### src/logic/supply_level_detector_cfg.svh
`ifndef SUPPLY_LEVEL_DETECTOR_CFG_SVH
`define SUPPLY_LEVEL_DETECTOR_CFG_SVH

// Register byte offsets
`define SLD_OFS_CTRL        8'h00
`define SLD_OFS_CLR         8'h04
`define SLD_OFS_SET         8'h08
`define SLD_OFS_INV         8'h0C
`define SLD_OFS_ISTAT       8'h10
`define SLD_OFS_IMASK       8'h14

// Control word field positions
`define SLD_BIT_ENABLE      15
`define SLD_BIT_DIR         11
`define SLD_BIT_REF_STABLE  10
`define SLD_BIT_EVENT       8
`define SLD_LEVEL_MSB       3
`define SLD_LEVEL_LSB       0

// Writable bits of the control word
`define SLD_CTRL_WMASK      32'h0000_890F

// Reset values
`define SLD_CTRL_RESET      32'h0000_0000
`define SLD_IMASK_RESET     2'h0

// Trip level codes
`define SLD_LEVEL_EXT       4'hF
`define SLD_LEVEL_INT_LO    4'h4
`define SLD_LEVEL_INT_HI    4'hA

// Interrupt status bit positions
`define SLD_IRQ_DETECT      0
`define SLD_IRQ_REF_STABLE  1

`endif

### src/logic/supply_level_detector_pkg.sv
package supply_level_detector_pkg;

	typedef enum logic [2:0] {
		SEL_CTRL  = 3'h0,
		SEL_CLR   = 3'h1,
		SEL_SET   = 3'h2,
		SEL_INV   = 3'h3,
		SEL_ISTAT = 3'h4,
		SEL_IMASK = 3'h5,
		SEL_NONE  = 3'h7
	} reg_sel_t;

	typedef logic [3:0] trip_code_t;

endpackage
### src/logic/sticky_flag.sv
`timescale 1ns/1ps

module sticky_flag (
	input  wire logic clk_sys,
	input  wire logic rst,
	input  wire logic set_pulse,
	input  wire logic clear_pulse,
	output logic      flag
);

	logic flag_reg;
	logic flag_next;

	// Set wins over a clear in the same cycle
	assign flag_next = set_pulse | (flag_reg & ~clear_pulse);
	assign flag      = flag_reg;

	always_ff @(posedge clk_sys or posedge rst) begin
		if (rst) begin
			flag_reg <= 1'b0;
		end else begin
			flag_reg <= flag_next;
		end
	end

endmodule // sticky_flag

### src/logic/supply_level_detect_ctrl.sv
`timescale 1ns/1ps
`include "supply_level_detector_cfg.svh"

// Behaviour
// RULE1 - Control bit 15 enables the detector; clear disables it.
// RULE2 - Bit 11 picks direction: 1 at-or-above trip, 0 at-or-below trip.
// RULE3 - Bit 10 reads reference-voltage-stable status, read only.
// RULE4 - Reference-stable status stays readable while detector disabled.
// RULE5 - Bit 8 shows whether the detection event interrupt is active.
// RULE6 - Trip code 1111 compares against the external trip input.
// RULE7 - Codes 0100 to 1010 select seven internal thresholds, falling with code.
// RULE8 - Software must not program reserved codes 1011-1110 and 0000-0011.
// RULE9 - Software should change direction and level only while disabled.
// RULE10 - A detection event while enabled requests a chip reset.
// RULE11 - A detection event in the chosen direction raises an interrupt request.
// RULE12 - Unimplemented bits, including 31 to 16, read zero and ignore writes.
// RULE13 - Offsets 0x4, 0x8, 0xC clear, set and invert writable bits.
// RULE14 - While disabled, no events, resets or interrupts; event bit kept clear. The code still raises the reference-stable interrupt while disabled.
module supply_level_detect_ctrl
	import supply_level_detector_pkg::*;
#(
	parameter int ADDR_W = 8
) (
	input  wire logic              clk_sys,
	input  wire logic              rst,
	input  wire logic [ADDR_W-1:0] addr,
	input  wire logic [31:0]       wr_data,
	input  wire logic              wr_stb,
	input  wire logic              rd_stb,
	output logic      [31:0]       rd_data,
	input  wire logic              int_supply_ge,
	input  wire logic              int_supply_le,
	input  wire logic              ext_supply_ge,
	input  wire logic              ext_supply_le,
	input  wire logic              reference_stable_in,
	output logic                   detector_enable,
	output logic                   crossing_direction,
	output trip_code_t             trip_level_code,
	output logic                   chip_reset_req,
	output logic                   irq
);

	////////////////////////////////////////////////////////////////////////
	// Declarations

	logic [31:0] ctrl_reg;
	logic [31:0] ctrl_next;
	logic [31:0] ctrl_wr_val;
	logic [31:0] ctrl_view;
	logic [31:0] rd_data_reg;
	logic [31:0] rd_data_next;
	logic [1:0]  imask_reg;
	logic [1:0]  imask_next;
	logic [1:0]  istat;
	logic        ref_stable_reg;
	logic        ref_stable_prev_reg;
	logic        cond_prev_reg;
	logic        chip_reset_req_reg;
	logic        irq_reg;
	logic        irq_next;
	logic        det_flag_reg;
	logic        det_flag_next;
	logic        out_en_reg;
	logic        out_dir_reg;
	trip_code_t  out_level_reg;

	reg_sel_t    sel;
	logic        wr_ctrl_any;
	logic        rd_istat;
	logic        en_bit;
	logic        dir_bit;
	trip_code_t  level_code;
	trip_code_t  level_next;
	logic        level_is_ext;
	logic        level_is_int;
	logic        level_valid;
	logic        supply_ge;
	logic        supply_le;
	logic        cond_now;
	logic        event_pulse;
	logic        en_next;
	logic        det_clear_by_sw;
	logic        ref_rise;

	////////////////////////////////////////////////////////////////////////
	// Address decode

	assign sel = (addr == `SLD_OFS_CTRL)  ? SEL_CTRL  :
	             (addr == `SLD_OFS_CLR)   ? SEL_CLR   :
	             (addr == `SLD_OFS_SET)   ? SEL_SET   :
	             (addr == `SLD_OFS_INV)   ? SEL_INV   :
	             (addr == `SLD_OFS_ISTAT) ? SEL_ISTAT :
	             (addr == `SLD_OFS_IMASK) ? SEL_IMASK : SEL_NONE;

	assign wr_ctrl_any = wr_stb & (sel == SEL_CTRL || sel == SEL_CLR || sel == SEL_SET || sel == SEL_INV);
	assign rd_istat    = rd_stb & (sel == SEL_ISTAT);

	////////////////////////////////////////////////////////////////////////
	// Control word writes with clear, set and invert aliases

	// Aliases act on the visible word, so the event bit follows what software reads
	assign ctrl_wr_val = (sel == SEL_CLR) ? (ctrl_view & ~wr_data) : // RULE13
	                     (sel == SEL_SET) ? (ctrl_view | wr_data)  : // RULE13
	                     (sel == SEL_INV) ? (ctrl_view ^ wr_data)  : // RULE13
	                     wr_data;

	// Only writable bits ever change; all others hold zero
	assign ctrl_next = wr_ctrl_any ? (ctrl_wr_val & `SLD_CTRL_WMASK) : ctrl_reg; // RULE12

	assign en_bit     = ctrl_reg[`SLD_BIT_ENABLE]; // RULE1
	assign dir_bit    = ctrl_reg[`SLD_BIT_DIR]; // RULE2
	assign level_code = ctrl_reg[`SLD_LEVEL_MSB:`SLD_LEVEL_LSB];
	assign en_next    = ctrl_next[`SLD_BIT_ENABLE];
	assign level_next = ctrl_next[`SLD_LEVEL_MSB:`SLD_LEVEL_LSB];

	// Software write of zero to the event bit clears it
	assign det_clear_by_sw = wr_ctrl_any & ~ctrl_next[`SLD_BIT_EVENT];

	////////////////////////////////////////////////////////////////////////
	// Trip level selection and crossing detection

	assign level_is_ext = (level_code == `SLD_LEVEL_EXT); // RULE6
	assign level_is_int = (level_code >= `SLD_LEVEL_INT_LO) && (level_code <= `SLD_LEVEL_INT_HI); // RULE7
	assign level_valid  = level_is_ext | level_is_int;

	assign supply_ge = level_is_ext ? ext_supply_ge : int_supply_ge; // RULE6
	assign supply_le = level_is_ext ? ext_supply_le : int_supply_le; // RULE6

	// Direction picks which side of the trip point counts as an event
	assign cond_now = level_valid & (dir_bit ? supply_ge : supply_le); // RULE2

	// A new event is the start of the condition while enabled
	assign event_pulse = en_bit & cond_now & ~cond_prev_reg; // RULE14

	// Event bit: hardware set wins over software clear; forced low while disabled
	assign det_flag_next = en_next & (event_pulse | (det_flag_reg & ~det_clear_by_sw)); // RULE14

	assign ref_rise = ref_stable_reg & ~ref_stable_prev_reg;

	////////////////////////////////////////////////////////////////////////
	// Interrupt status, mask and output

	sticky_flag u_istat_detect (
		.clk_sys     (clk_sys),
		.rst         (rst),
		.set_pulse   (event_pulse),
		.clear_pulse (rd_istat),
		.flag        (istat[`SLD_IRQ_DETECT])
	); // RULE11

	sticky_flag u_istat_ref (
		.clk_sys     (clk_sys),
		.rst         (rst),
		.set_pulse   (ref_rise),
		.clear_pulse (rd_istat),
		.flag        (istat[`SLD_IRQ_REF_STABLE])
	);

	assign imask_next = (wr_stb && sel == SEL_IMASK) ? wr_data[1:0] : imask_reg;
	assign irq_next   = |(istat & imask_reg); // RULE11

	////////////////////////////////////////////////////////////////////////
	// Read path

	assign ctrl_view = {ctrl_reg[31:11], ref_stable_reg, ctrl_reg[9], det_flag_reg, ctrl_reg[7:0]}; // RULE3 RULE4 RULE5

	assign rd_data_next = ~rd_stb                                  ? 32'h0000_0000 :
	                      (sel == SEL_ISTAT)                       ? {30'h0000_0000, istat} :
	                      (sel == SEL_IMASK)                       ? {30'h0000_0000, imask_reg} :
	                      (sel == SEL_NONE)                        ? 32'h0000_0000 :
	                      ctrl_view; // RULE12

	////////////////////////////////////////////////////////////////////////
	// Registers

	always_ff @(posedge clk_sys or posedge rst) begin
		if (rst) begin
			ctrl_reg <= `SLD_CTRL_RESET;
			imask_reg <= `SLD_IMASK_RESET;
			det_flag_reg <= 1'b0;
		end else begin
			ctrl_reg <= ctrl_next;
			imask_reg <= imask_next;
			det_flag_reg <= det_flag_next; // RULE5
		end
	end

	always_ff @(posedge clk_sys or posedge rst) begin
		if (rst) begin
			cond_prev_reg <= 1'b0;
			ref_stable_reg <= 1'b0;
			ref_stable_prev_reg <= 1'b0;
		end else begin
			cond_prev_reg <= cond_now & en_bit;
			ref_stable_reg <= reference_stable_in; // RULE4
			ref_stable_prev_reg <= ref_stable_reg;
		end
	end

	always_ff @(posedge clk_sys or posedge rst) begin
		if (rst) begin
			chip_reset_req_reg <= 1'b0;
			irq_reg <= 1'b0;
			rd_data_reg <= 32'h0000_0000;
		end else begin
			chip_reset_req_reg <= event_pulse; // RULE10
			irq_reg <= irq_next;
			rd_data_reg <= rd_data_next;
		end
	end

	always_ff @(posedge clk_sys or posedge rst) begin
		if (rst) begin
			out_en_reg <= 1'b0;
			out_dir_reg <= 1'b0;
			out_level_reg <= 4'h0;
		end else begin
			out_en_reg <= en_next; // RULE1
			out_dir_reg <= ctrl_next[`SLD_BIT_DIR];
			out_level_reg <= level_next;
		end
	end

	assign rd_data            = rd_data_reg;
	assign chip_reset_req     = chip_reset_req_reg;
	assign irq                = irq_reg;
	assign detector_enable    = out_en_reg;
	assign crossing_direction = out_dir_reg;
	assign trip_level_code    = out_level_reg;
endmodule // supply_level_detect_ctrl

### config.mk
export PLATFORM = sky130hd
export DESIGN_NAME = supply_level_detect_ctrl
export DESIGN_NICKNAME = d
export VERILOG_FILES = /design/src/logic/supply_level_detector_pkg.sv /design/src/logic/sticky_flag.sv /design/src/logic/supply_level_detect_ctrl.sv
export VERILOG_INCLUDE_DIRS = /design/src /design/src/logic
export SDC_FILE = /design/constraint.sdc
export NUM_CORES = 1
export LEC_CHECK = 0
export ABC_AREA = 1
export BUFFER_PORTS_ARGS = -buffer_cell sky130_fd_sc_hd__buf_2
export CELL_PAD_IN_SITES_DETAIL_PLACEMENT = 2
export CELL_PAD_IN_SITES_GLOBAL_PLACEMENT = 2
export CORE_ASPECT_RATIO = 0.9
export CORE_MARGIN = 2
export CORE_UTILIZATION = 25
export CTS_BUF_LIST = sky130_fd_sc_hd__clkbuf_4 sky130_fd_sc_hd__clkbuf_8 sky130_fd_sc_hd__clkbuf_16
export DETAILED_ROUTE_END_ITERATION = 16
export PLACE_DENSITY = 0.94
export SYNTH_ARGS = -nofsm -noshare
export SYNTH_HDL_FRONTEND = slang
export SYNTH_HIERARCHICAL = 1
export SYNTH_SLANG_ARGS = --single-unit
### constraint.sdc
create_clock -name clk_sys -period 2 [get_ports clk_sys]
set_input_delay 0 -clock clk_sys [delete_from_list [all_inputs] [get_ports clk_sys]]
set_output_delay 0 -clock clk_sys [all_outputs]
set_load 0.005 [all_outputs]
==> results.md, run 1 <==
- Ant diodes: 0
- Crit end category: flop
- Starting utilization of the core area: 25.74%
- Clock Skew: 3.505 ps
- # Post-CTS Setup Buffers: 0
- Max Clk Rate: 642.2 MHz
- Final worst hold slack: 3.881 ps
- Run status: completed
- Growth of design area from synthesis to finish: 14.50%
- Max-cap violations: 0
- Required arrival time at the worst endpoint: 2220 ps
- Distinct cell type count after synthesis: 34
- Post-route fraction of the period consumed by the critical path: 77.86%
- Sequential-to-total area share from yosys stat: 33.15%
- Slowest Stage Delay on Critical Path: 450 ps
- Final wirelength: 4913 um
- Slew Limit Headroom: 40.68%
- Horiz. Die Dim: 93.74 um
- Maximum number of buffers from clock root to sink: 2
- Clock input transition at the sequential cells of the worst setup and hold paths: 90 ps
- Depth of the CTS H-tree: 1
- Pin slew with the least headroom to its limit: 888.8 ps
- Pin count of the biggest net entering global routing: 23
- Filler cells: 865
- Setup repair after global routing missed its margin: no
- Number of buffers added by the clock tree synthesis step: 3
- Num rows: 29
- Wire length of the first global-routing pass: 8031 um
- Detailed Routing Iterations Pass 1: 4
- Clock sink total: 24
- Total number of nets in the final design: 334
- Area contributors post-synth: dfrtp_1, buf_4, ha_1
- Accumulated negative setup slack: 0 ps
- Core outline area: 0.007039 sq mm
- Cell chain of the critical path: inv_1, nor2_1, a211oi_1, o21ai_0, o31ai_1, nand3b_1, inv_1, inv_1, nand2_1
- Slowest stage cell, crit path: dfrtp_1
- Utilization of the core after routing: 29.47%
- Footprint of the multi-input gates: 925.9 sq um
- Flip-flop count of the largest register after layout: 8
- Overall Global Routing Usage: 12.67%
- Static Leak: 0.001170 uW
- Total count of hold-check failures in the final report: 0
- Number of DRC violations after detailed routing: 0
- Share of the synthesized area in the top cell type: 33.15%
- Antenna violations before repair: 0
- Smallest setup slack after layout: 442.9 ps
- Dominant cell type by count on the critical path: inv_1
- Insertion delay of the later-clocked pin in the worst-skew pair: 270 ps
- Min-delay worst type: in2reg
- Boundary pin count: 89
- Startpoint type of the worst setup path: flop
- Vias after detailed routing: 1553
- Worst slack at placement: 475.7 ps
- Yosys top cell by area: dfrtp_1
- Fraction of final layout cells with drive strength greater than 1: 24.07%
- Starting DRT DRC Count: 42
- Via count of the first global-routing pass: 1604
- Footprint of the flip-flops and latches: 600.6 sq um
- Max FO, Critical Path: 6
- Mapped Area: 0.001812 sq mm
- DP HPWL: 3960 um
- Vias per inst: 4.278
- Flip-flop and latch count after synthesis: 24
- Post-synthesis instance total: 230
- Overall die area: 0.007945 sq mm
- IR Drop Worst-Case VDD: 0.2005 mV
- Height of the chip: 84.76 um
- Routed wirelength normalized by instance count: 13.53 um
- Final setup violating endpoints: 0
- Remaining antenna violation count after routing: 0
- Number of I/O port buffers: 39
- Yosys warns: 6
- Time the worst path needs with I/O delays and setup: 1557 ps
- Cts hold-fix bufs: 2
- CP arrival: 1780 ps
- Power Dens Cells: 578.7 mW/mm^2
- Area after DPL: 0.001999 sq mm
- Avg Inst Size Synth: 7.877 sq um
- Max-slew violation count: 0
- Post-route cell area: 0.002074 sq mm
- Post-cts repair resize count: 0
- Class of the most critical setup path: reg2reg
- Root Buffer: clkbuf_8
- RD Place Congestion: 0.7376
- Clock tree from TritonCTS: built
- GR Overflow Total: 0
## final cells by class
class	count	share of cell area, %
Clock buffer	4	2.654
Inverter	42	7.780
Sequential cell	24	28.95
Tap cell	93	5.609
Multi-Input combinational cell	159	44.63
Timing Repair Buffer	41	10.37
## synth_stat cells (all sizes together)
cell type / n
nand2: 45
inv: 41
buf: 28
nor2: 27
dfrtp: 24
ha: 14
o21ai: 12
a21oi: 9
nand3: 8
nand4: 4
o211ai: 4
nor3: 3
a31oi: 2
a211oi: 1
a22o: 1
a22oi: 1
clkinv: 1
conb: 1
nand3b: 1
o2111ai: 1
o31ai: 1
or2: 1
## critical path: cells and delay by family (launching register included)
family	cells	cell delay (ps)
flip-flops	1	450
AO/OA/AOI/OAI	3	440
buffers and inverters	3	310
AND/OR/NAND/NOR	3	310
## layout by cell type, fill, tap and decap left out, types with 2 or more instances in the layout
| cell | Yosys | layout |
|---|---|---|
| inv_1 | 35 | 35 |
| nand3_1 | 6 | 6 |
| a21oi_2 | 2 | 2 |
| nor2_2 | 2 | 2 |
| nor2_4 | 3 | 3 |
| o21ai_0 | 10 | 10 |
| dfrtp_1 | 24 | 24 |
| nor2_1 | 21 | 21 |
| nand3_4 | 2 | 2 |
| nand4_1 | 3 | 3 |
| ha_1 | 14 | 14 |
| dlygate4sd3_1 | 0 | 2 |
| nand2_2 | 2 | 2 |
| buf_2 | 0 | 39 |
| nor3_1 | 2 | 2 |
| inv_2 | 5 | 5 |
| o21ai_1 | 2 | 2 |
| clkbuf_8 | 0 | 4 |
| conb_1 | 1 | 24 |
| a31oi_1 | 2 | 2 |
| nand2_1 | 42 | 42 |
| a21oi_1 | 7 | 7 |
| o211ai_1 | 4 | 4 |
## cell families after synthesis
family          after synthesis  synth area share [%]
buf+inv                      70                 20.51
compound gates               32                 10.77
flops                        24                 33.15
fa+ha+maj                    14                 9.669
simple gates                 89                 25.69
other cells                   1                0.2070
## report_power, final
group	total, uW	switching, uW	internal [uW]	leakage (uW)
Sequential	579	49.5	529	0.000303
Clock	346	169	176	0.0000288
Combinational	276	169	107	0.000838
## worst paths after layout
kind                                 from                  end  slack [ps]  cells past startpoint
setup / recovery             ctrl_reg[11]  u_istat_detect/flag         440                      9
hold / removal                     rd_stb           rd_data[1]           4                      3
setup reg to reg             ctrl_reg[11]  u_istat_detect/flag         440                      9
hold reg to reg            ref_stable_reg  ref_stable_prev_reg         390                      0
max in group asynchronous             rst         imask_reg[1]         970                      3
min in group asynchronous             rst  u_istat_detect/flag         120                      3
## layer usage
| layer | up-vias | GRT usage [%] | share of wire (%) |
|---|---|---|---|
| met2 | 40 | 22.92 | 51 |
| met1 | 759 | 15.24 | 43 |
| li1 | 750 | - | - |
| met4 | 0 | 3.294 | 0.79 |
| met5 | - | 0 | 0 |
| met3 | 4 | 2.513 | 5.6 |
## per-stage QoR
step                total power [uW]  instances
global placement               845.5        357
finish                          1200        363
detailed placement             866.5        357
CTS                             1212        363
floorplan                      792.4        253
global route                    1284        363
Power figures use the tool's default switching activity.
==> run 2, diff against run 1 <==
--- a/config.mk
+++ b/config.mk
@@ -12,10 +12,10 @@
 export CELL_PAD_IN_SITES_GLOBAL_PLACEMENT = 2
 export CORE_ASPECT_RATIO = 0.9
 export CORE_MARGIN = 2
-export CORE_UTILIZATION = 25
+export CORE_UTILIZATION = 24
 export CTS_BUF_LIST = sky130_fd_sc_hd__clkbuf_4 sky130_fd_sc_hd__clkbuf_8 sky130_fd_sc_hd__clkbuf_16
 export DETAILED_ROUTE_END_ITERATION = 16
-export PLACE_DENSITY = 0.94
+export PLACE_DENSITY = 0.91
 export SYNTH_ARGS = -nofsm -noshare
 export SYNTH_HDL_FRONTEND = slang
 export SYNTH_HIERARCHICAL = 1
==> constraint.sdc (replaced) <==
create_clock -name clk_sys -period 1.65 [get_ports clk_sys]
set_input_delay 0 -clock clk_sys [delete_from_list [all_inputs] [get_ports clk_sys]]
set_output_delay 0 -clock clk_sys [all_outputs]
set_load 0.005 [all_outputs]
==> run 2 against run 1 <==
Compared with the run above: die area increased by 4.0%; sequential share of layout area decreased by 0.35 points; register-to-register slack got worse by 280 ps; utilization decreased by 1.2 points; worst hold slack improved by 11 ps; sequential cell count unchanged; largest cell class unchanged.
==> results.md, run 2 (synthesis gave the netlist of run 1 again) <==
- Run status: completed
- Horiz. Die Dim: 95.59 um
- Root Buffer: clkbuf_8
- Area after DPL: 0.002018 sq mm
- Portion of total power attributed to the clock network: 27.2%
- Routed wirelength normalized by instance count: 13.77 um
- Remaining antenna violation count after routing: 0
- Final wirelength: 5067 um
- Number of instances on the worst hold path: 3
- Vias after detailed routing: 1551
- Growth of design area from synthesis to finish: 16.16%
- Most frequent cells in the layout: nand2_1, buf_2, inv_1
- Detailed Routing Iterations Pass 1: 4
- Pin count of the biggest net entering global routing: 16
- Total count of hold-check failures in the final report: 0
- Slowest Stage Delay on Critical Path: 480 ps
- Clock tree from TritonCTS: built
- Min-delay worst type: in2reg
- Max-slew violation count: 0
- CP arrival: 1640 ps
- Total number of nets in the final design: 336
- Insertion delay of the later-clocked pin in the worst-skew pair: 270 ps
- Filler cells: 901
- Combinational Power Share: 24.7%
- Height of the chip: 86.43 um
- # Post-CTS Setup Buffers: 0
- Number of buffers added by the clock tree synthesis step: 3
- Final setup violating endpoints: 0
- Dominant cell type by count on the critical path: inv_1
- Internal: 995.6 uW
- Core outline area: 0.007432 sq mm
- Clock sink total: 24
- Starting utilization of the core area: 24.38%
- Class of the most critical setup path: reg2reg
- Overall die area: 0.008261 sq mm
- Net switching fraction of the power: 31.98%
- Clock Skew: 12.55 ps
- Time the worst path needs with I/O delays and setup: 1484 ps
- Cell chain of the critical path: buf_4, a21oi_1, o21ai_1, o31ai_2, nand3b_1, inv_1, inv_1, nand2_1
- Number of DRC violations after detailed routing: 0
- Max-cap violations: 0
- Setup repair after global routing missed its margin: no
- Accumulated negative setup slack: 0 ps
- Worst reg2reg path depth: 8
- Endpoint of the most critical register-to-register path: u_istat_detect/flag
- IR Drop Worst-Case VDD: 0.2920 mV
- RD Place Congestion: 0.7679
- Maximum number of buffers from clock root to sink: 2
- Fraction of final layout cells with drive strength greater than 1: 26.10%
- Worst slack at placement: 8.956 ps
- Most frequent standard cell in the layout excluding fill and tap cells: nand2_1
- HP Start: rd_stb
- Power Dens Cells: 695.5 mW/mm^2
- GR Overflow Total: 0
- Crit end category: flop
- Worst reg2reg path startpoint: trip_level_code[1]
- Worst reg2reg setup slack: 170 ps
- Smallest setup slack after layout: 165.6 ps
- Post-route cell area: 0.002105 sq mm
- Num rows: 30
- Boundary pin count: 89
- Endpoint of the worst hold path: rd_data[0]
- Depth of the CTS H-tree: 1
- Number of I/O port buffers: 39
- Footprint of the flip-flops and latches: 601.8 sq um
- CP bufs+invs: 3
- Required arrival time at the worst endpoint: 1800 ps
- Sequential share of power: 48.1%
- Net switching power of the design: 468.2 uW
- Antenna violations before repair: 0
- Overall Global Routing Usage: 12.86%
- Starting DRT DRC Count: 58
- Post-route fraction of the period consumed by the critical path: 89.96%
- Slowest stage cell, crit path: dfrtp_1
- Wire length of the first global-routing pass: 8204 um
- Clock input transition at the sequential cells of the worst setup and hold paths: 90 ps
- Final worst hold slack: 14.92 ps
- Max FO, Critical Path: 6
- Family of cells with the greatest summed delay on the critical path: flip-flops
- Footprint of the multi-input gates: 935.9 sq um
- Max Clk Rate: 673.7 MHz
- Via count of the first global-routing pass: 1661
- DP HPWL: 4076 um
- Static Leak: 0.001181 uW
- Vias per inst: 4.215
- Flip-flop count of the largest register after layout: 8
- Startpoint type of the worst setup path: flop
- Ant diodes: 0
run 2: cell count changes in the layout (fill, tap and decap cells not counted), sizes merged:
cell / before / now
buf: 39 / 41
run 2: repair_timing:
| action | in CTS | in global routing |
|---|---|---|
| pin swaps | 1 | 1 |
| resized for setup | 2 | 3 |
| hold buffers | 2 | 0 |
| setup endpoints to repair | 1 | 1 |
| hold endpoints to repair | 10 | 0 |
run 2: tightest hold or removal path: stages:
cell and delay (ps):
buf_2 120, o21ai_0 70, a31oi_1 40
run 2: layout make-up:
cell class	count	share of cell area (%)
timing repair buffer	43	10.94
multi-input combinational	159	44.47
sequential	24	28.60
clock buffer	4	2.616
inverter	42	7.669
tap	96	5.707
run 2: metal layers:
layer	up-vias	global-route usage [%]	share of wire [%]
met4	0	2.597	1.2
li1	751	-	-
met2	39	23.65	51
met5	-	0	0
met1	755	15.74	43
met3	6	2.087	4.2
run 2: power groups by stage:
stage,Sequential (uW),Clock [uW],Combinational [uW]
floorplan,695,0,265
global placement,709,0,323
detailed placement,711,0,352
CTS,703,413,362
global route,714,428,421
finish,704,398,362
run 2: stage by stage:
stage	power [uW]	instances	util [%]
finish	1464	368	28.32
global route	1563	368	28.32
CTS	1479	368	28.18
detailed placement	1063	362	27.15
global placement	1032	362	27.15
floorplan	960.5	253	-
run 2: worst max path at each step:
stage                             from                  end  slack (ps)  depth (start not counted)
floorplan                 ctrl_reg[11]  u_istat_detect/flag         390                          9
global placement          ctrl_reg[11]  u_istat_detect/flag         180                          9
detailed placement        ctrl_reg[11]  u_istat_detect/flag           9                          9
CTS                       ctrl_reg[11]  u_istat_detect/flag          20                          9
global route        trip_level_code[2]  u_istat_detect/flag          50                          6
finish              trip_level_code[1]  u_istat_detect/flag         170                          8
==> run 3, diff against run 2 <==
--- a/config.mk
+++ b/config.mk
@@ -13,7 +13,7 @@
 export CORE_ASPECT_RATIO = 0.9
 export CORE_MARGIN = 2
 export CORE_UTILIZATION = 24
-export CTS_BUF_LIST = sky130_fd_sc_hd__clkbuf_4 sky130_fd_sc_hd__clkbuf_8 sky130_fd_sc_hd__clkbuf_16
+export CTS_BUF_LIST = sky130_fd_sc_hd__clkbuf_16
 export DETAILED_ROUTE_END_ITERATION = 16
 export PLACE_DENSITY = 0.91
 export SYNTH_ARGS = -nofsm -noshare
==> run 3 against run 2 <==
Compared with the run above: global-route usage is essentially flat; sequential share of layout area down 0.32 points; first-iteration DRC count fell by 22%; largest cell class unchanged; critical endpoint unchanged; worst hold slack improved by 11 ps; fmax is 1.3% higher; sequential power about the same; setup slack better by 19 ps; register-to-register slack better by 20 ps; clock skew down 3.4 ps; total power rose by 8.6%; non-clock buffer count is the same; clock-buffer cell count down 1; critical path type unchanged.
==> results.md, run 3 (synthesis gave the netlist of run 1 again) <==
- Run status: completed
- Total number of nets in the final design: 336
- Detailed Routing Iterations Pass 1: 4
- Static Leak: 0.001191 uW
- Filler cells: 902
- # Post-CTS Setup Buffers: 0
- Max-slew violation count: 0
- Via count of the first global-routing pass: 1653
- Setup repair after global routing missed its margin: no
- Pin count of the biggest net entering global routing: 16
- Max-cap violations: 0
- Highest metal layer used by the detailed router: met4
- DP HPWL: 4076 um
- Post-route fraction of the period consumed by the critical path: 88.84%
- Class of the most critical setup path: reg2reg
- Most frequent standard cell in the layout excluding fill and tap cells: nand2_1
- Horiz. Die Dim: 95.59 um
- Fraction of final layout cells with drive strength greater than 1: 25.74%
- Smallest setup slack after layout: 184.1 ps
- Growth of design area from synthesis to finish: 17.47%
- Post-Route M1 WL: 2230 um
- Ant diodes: 0
- Wire length of the first global-routing pass: 8217 um
- Maximum number of buffers from clock root to sink: 2
- Clock tree from TritonCTS: built
- Worst slack at placement: 8.956 ps
- Min-delay worst type: in2reg
- Accumulated negative setup slack: 0 ps
- Vias per inst: 4.236
- Antenna violations before repair: 0
- Length of routed met2 wiring: 2628 um
- Clock sink total: 24
- Max FO, Critical Path: 6
- Num rows: 30
- CP arrival: 1610 ps
- Number of I/O port buffers: 39
- Startpoint type of the worst setup path: flop
- Final wirelength: 5095 um
- Clock Skew: 9.141 ps
- Flip-flop count of the largest register after layout: 8
- Final cell count without fillers: 368
- Sum of met3 wire segment lengths after detailed routing: 178 um
- Root Buffer: clkbuf_16
- Most frequent cells in the layout: nand2_1, buf_2, inv_1
- RD Place Congestion: 0.7679
- Clock input transition at the sequential cells of the worst setup and hold paths: 70 ps
- Required arrival time at the worst endpoint: 1790 ps
- IR Drop Worst-Case VDD: 0.3792 mV
- Vias after detailed routing: 1559
- Overall Global Routing Usage: 12.90%
- Time the worst path needs with I/O delays and setup: 1466 ps
- Height of the chip: 86.43 um
- Depth of the CTS H-tree: 1
- Number of buffers added by the clock tree synthesis step: 3
- Boundary pin count: 89
- Routed wirelength normalized by instance count: 13.85 um
- Overall die area: 0.008261 sq mm
- Utilization of the core after routing: 28.64%
- Crit end category: flop
- Core outline area: 0.007432 sq mm
- GR Overflow Total: 0
- Inst Count DP: 362
- Remaining antenna violation count after routing: 0
- Starting DRT DRC Count: 45
- Number of DRC violations after detailed routing: 0
- Final setup violating endpoints: 0
- Starting utilization of the core area: 24.38%
- Total count of hold-check failures in the final report: 0
- Insertion delay of the later-clocked pin in the worst-skew pair: 260 ps
- Power Dens Cells: 746.7 mW/mm^2
- Max Clk Rate: 682.2 MHz
run 3: final timing paths:
| check | from | endpoint | slack [ps] | depth (start not counted) |
|---|---|---|---|---|
| max | trip_level_code[1] | u_istat_detect/flag | 180 | 8 |
| min | rd_stb | rd_data[0] | 30 | 3 |
| max reg2reg | trip_level_code[1] | u_istat_detect/flag | 180 | 8 |
| min reg2reg | ref_stable_reg | ref_stable_prev_reg | 390 | 0 |
| max in group asynchronous | rst | ctrl_reg[11] | 840 | 4 |
| min in group asynchronous | rst | u_istat_ref/flag | 160 | 3 |
run 3: where the power goes:
group	switching [uW]	internal [uW]	leakage, uW
logic	220	141	0.000851
clock network	200	324	0.0000385
registers	61.7	643	0.000301
total	482	1110	0.00119
run 3: area by class of cell:
class                           instances  area [sq um]  share of cell area (%)
Inverter                               42         161.4                   7.584
Clock buffer                            3         75.07                   3.527
Multi-Input combinational cell        159         935.9                   43.97
Tap cell                               96         120.1                   5.644
Timing Repair Buffer                   43         230.2                   10.82
Clock inverter                          1         3.754                  0.1764
Sequential cell                        24         601.8                   28.28
run 3: routing by layer:
layer	GRT usage, %	up-vias
li1	-	753
met1	15.74	768
met2	23.90	34
met3	1.913	4
met4	2.597	0
met5	0	-
run 3: timing repair:
item                                    4_1_cts  5_1_grt
endpoints found under the hold margin        10        0
resized for setup                             1        4
pin swaps                                     1        1
hold buffers                                  2        0
endpoints found under the setup margin        1        2
run 3: per-stage QoR:
stage / total power, uW / hold slack (ps) / instance area [sq um]
2_1_floorplan: 960.5 / -271.3 / 1898
3_3_place_gp: 1032 / -139.3 / 2018
3_5_place_dp: 1063 / -135.6 / 2018
4_1_cts: 1604 / 23.82 / 2117
5_1_grt: 1692 / 61.13 / 2128
6_report: 1589 / 25.62 / 2128
run 3: worst max-delay path: stages (launching register included):
cell and delay, ps:
dfrtp_1 470, buf_4 180, a21oi_1 60, o21ai_1 180, o31ai_2 110, nand3b_1 140, inv_1 80, inv_1 80
nand2_1 50
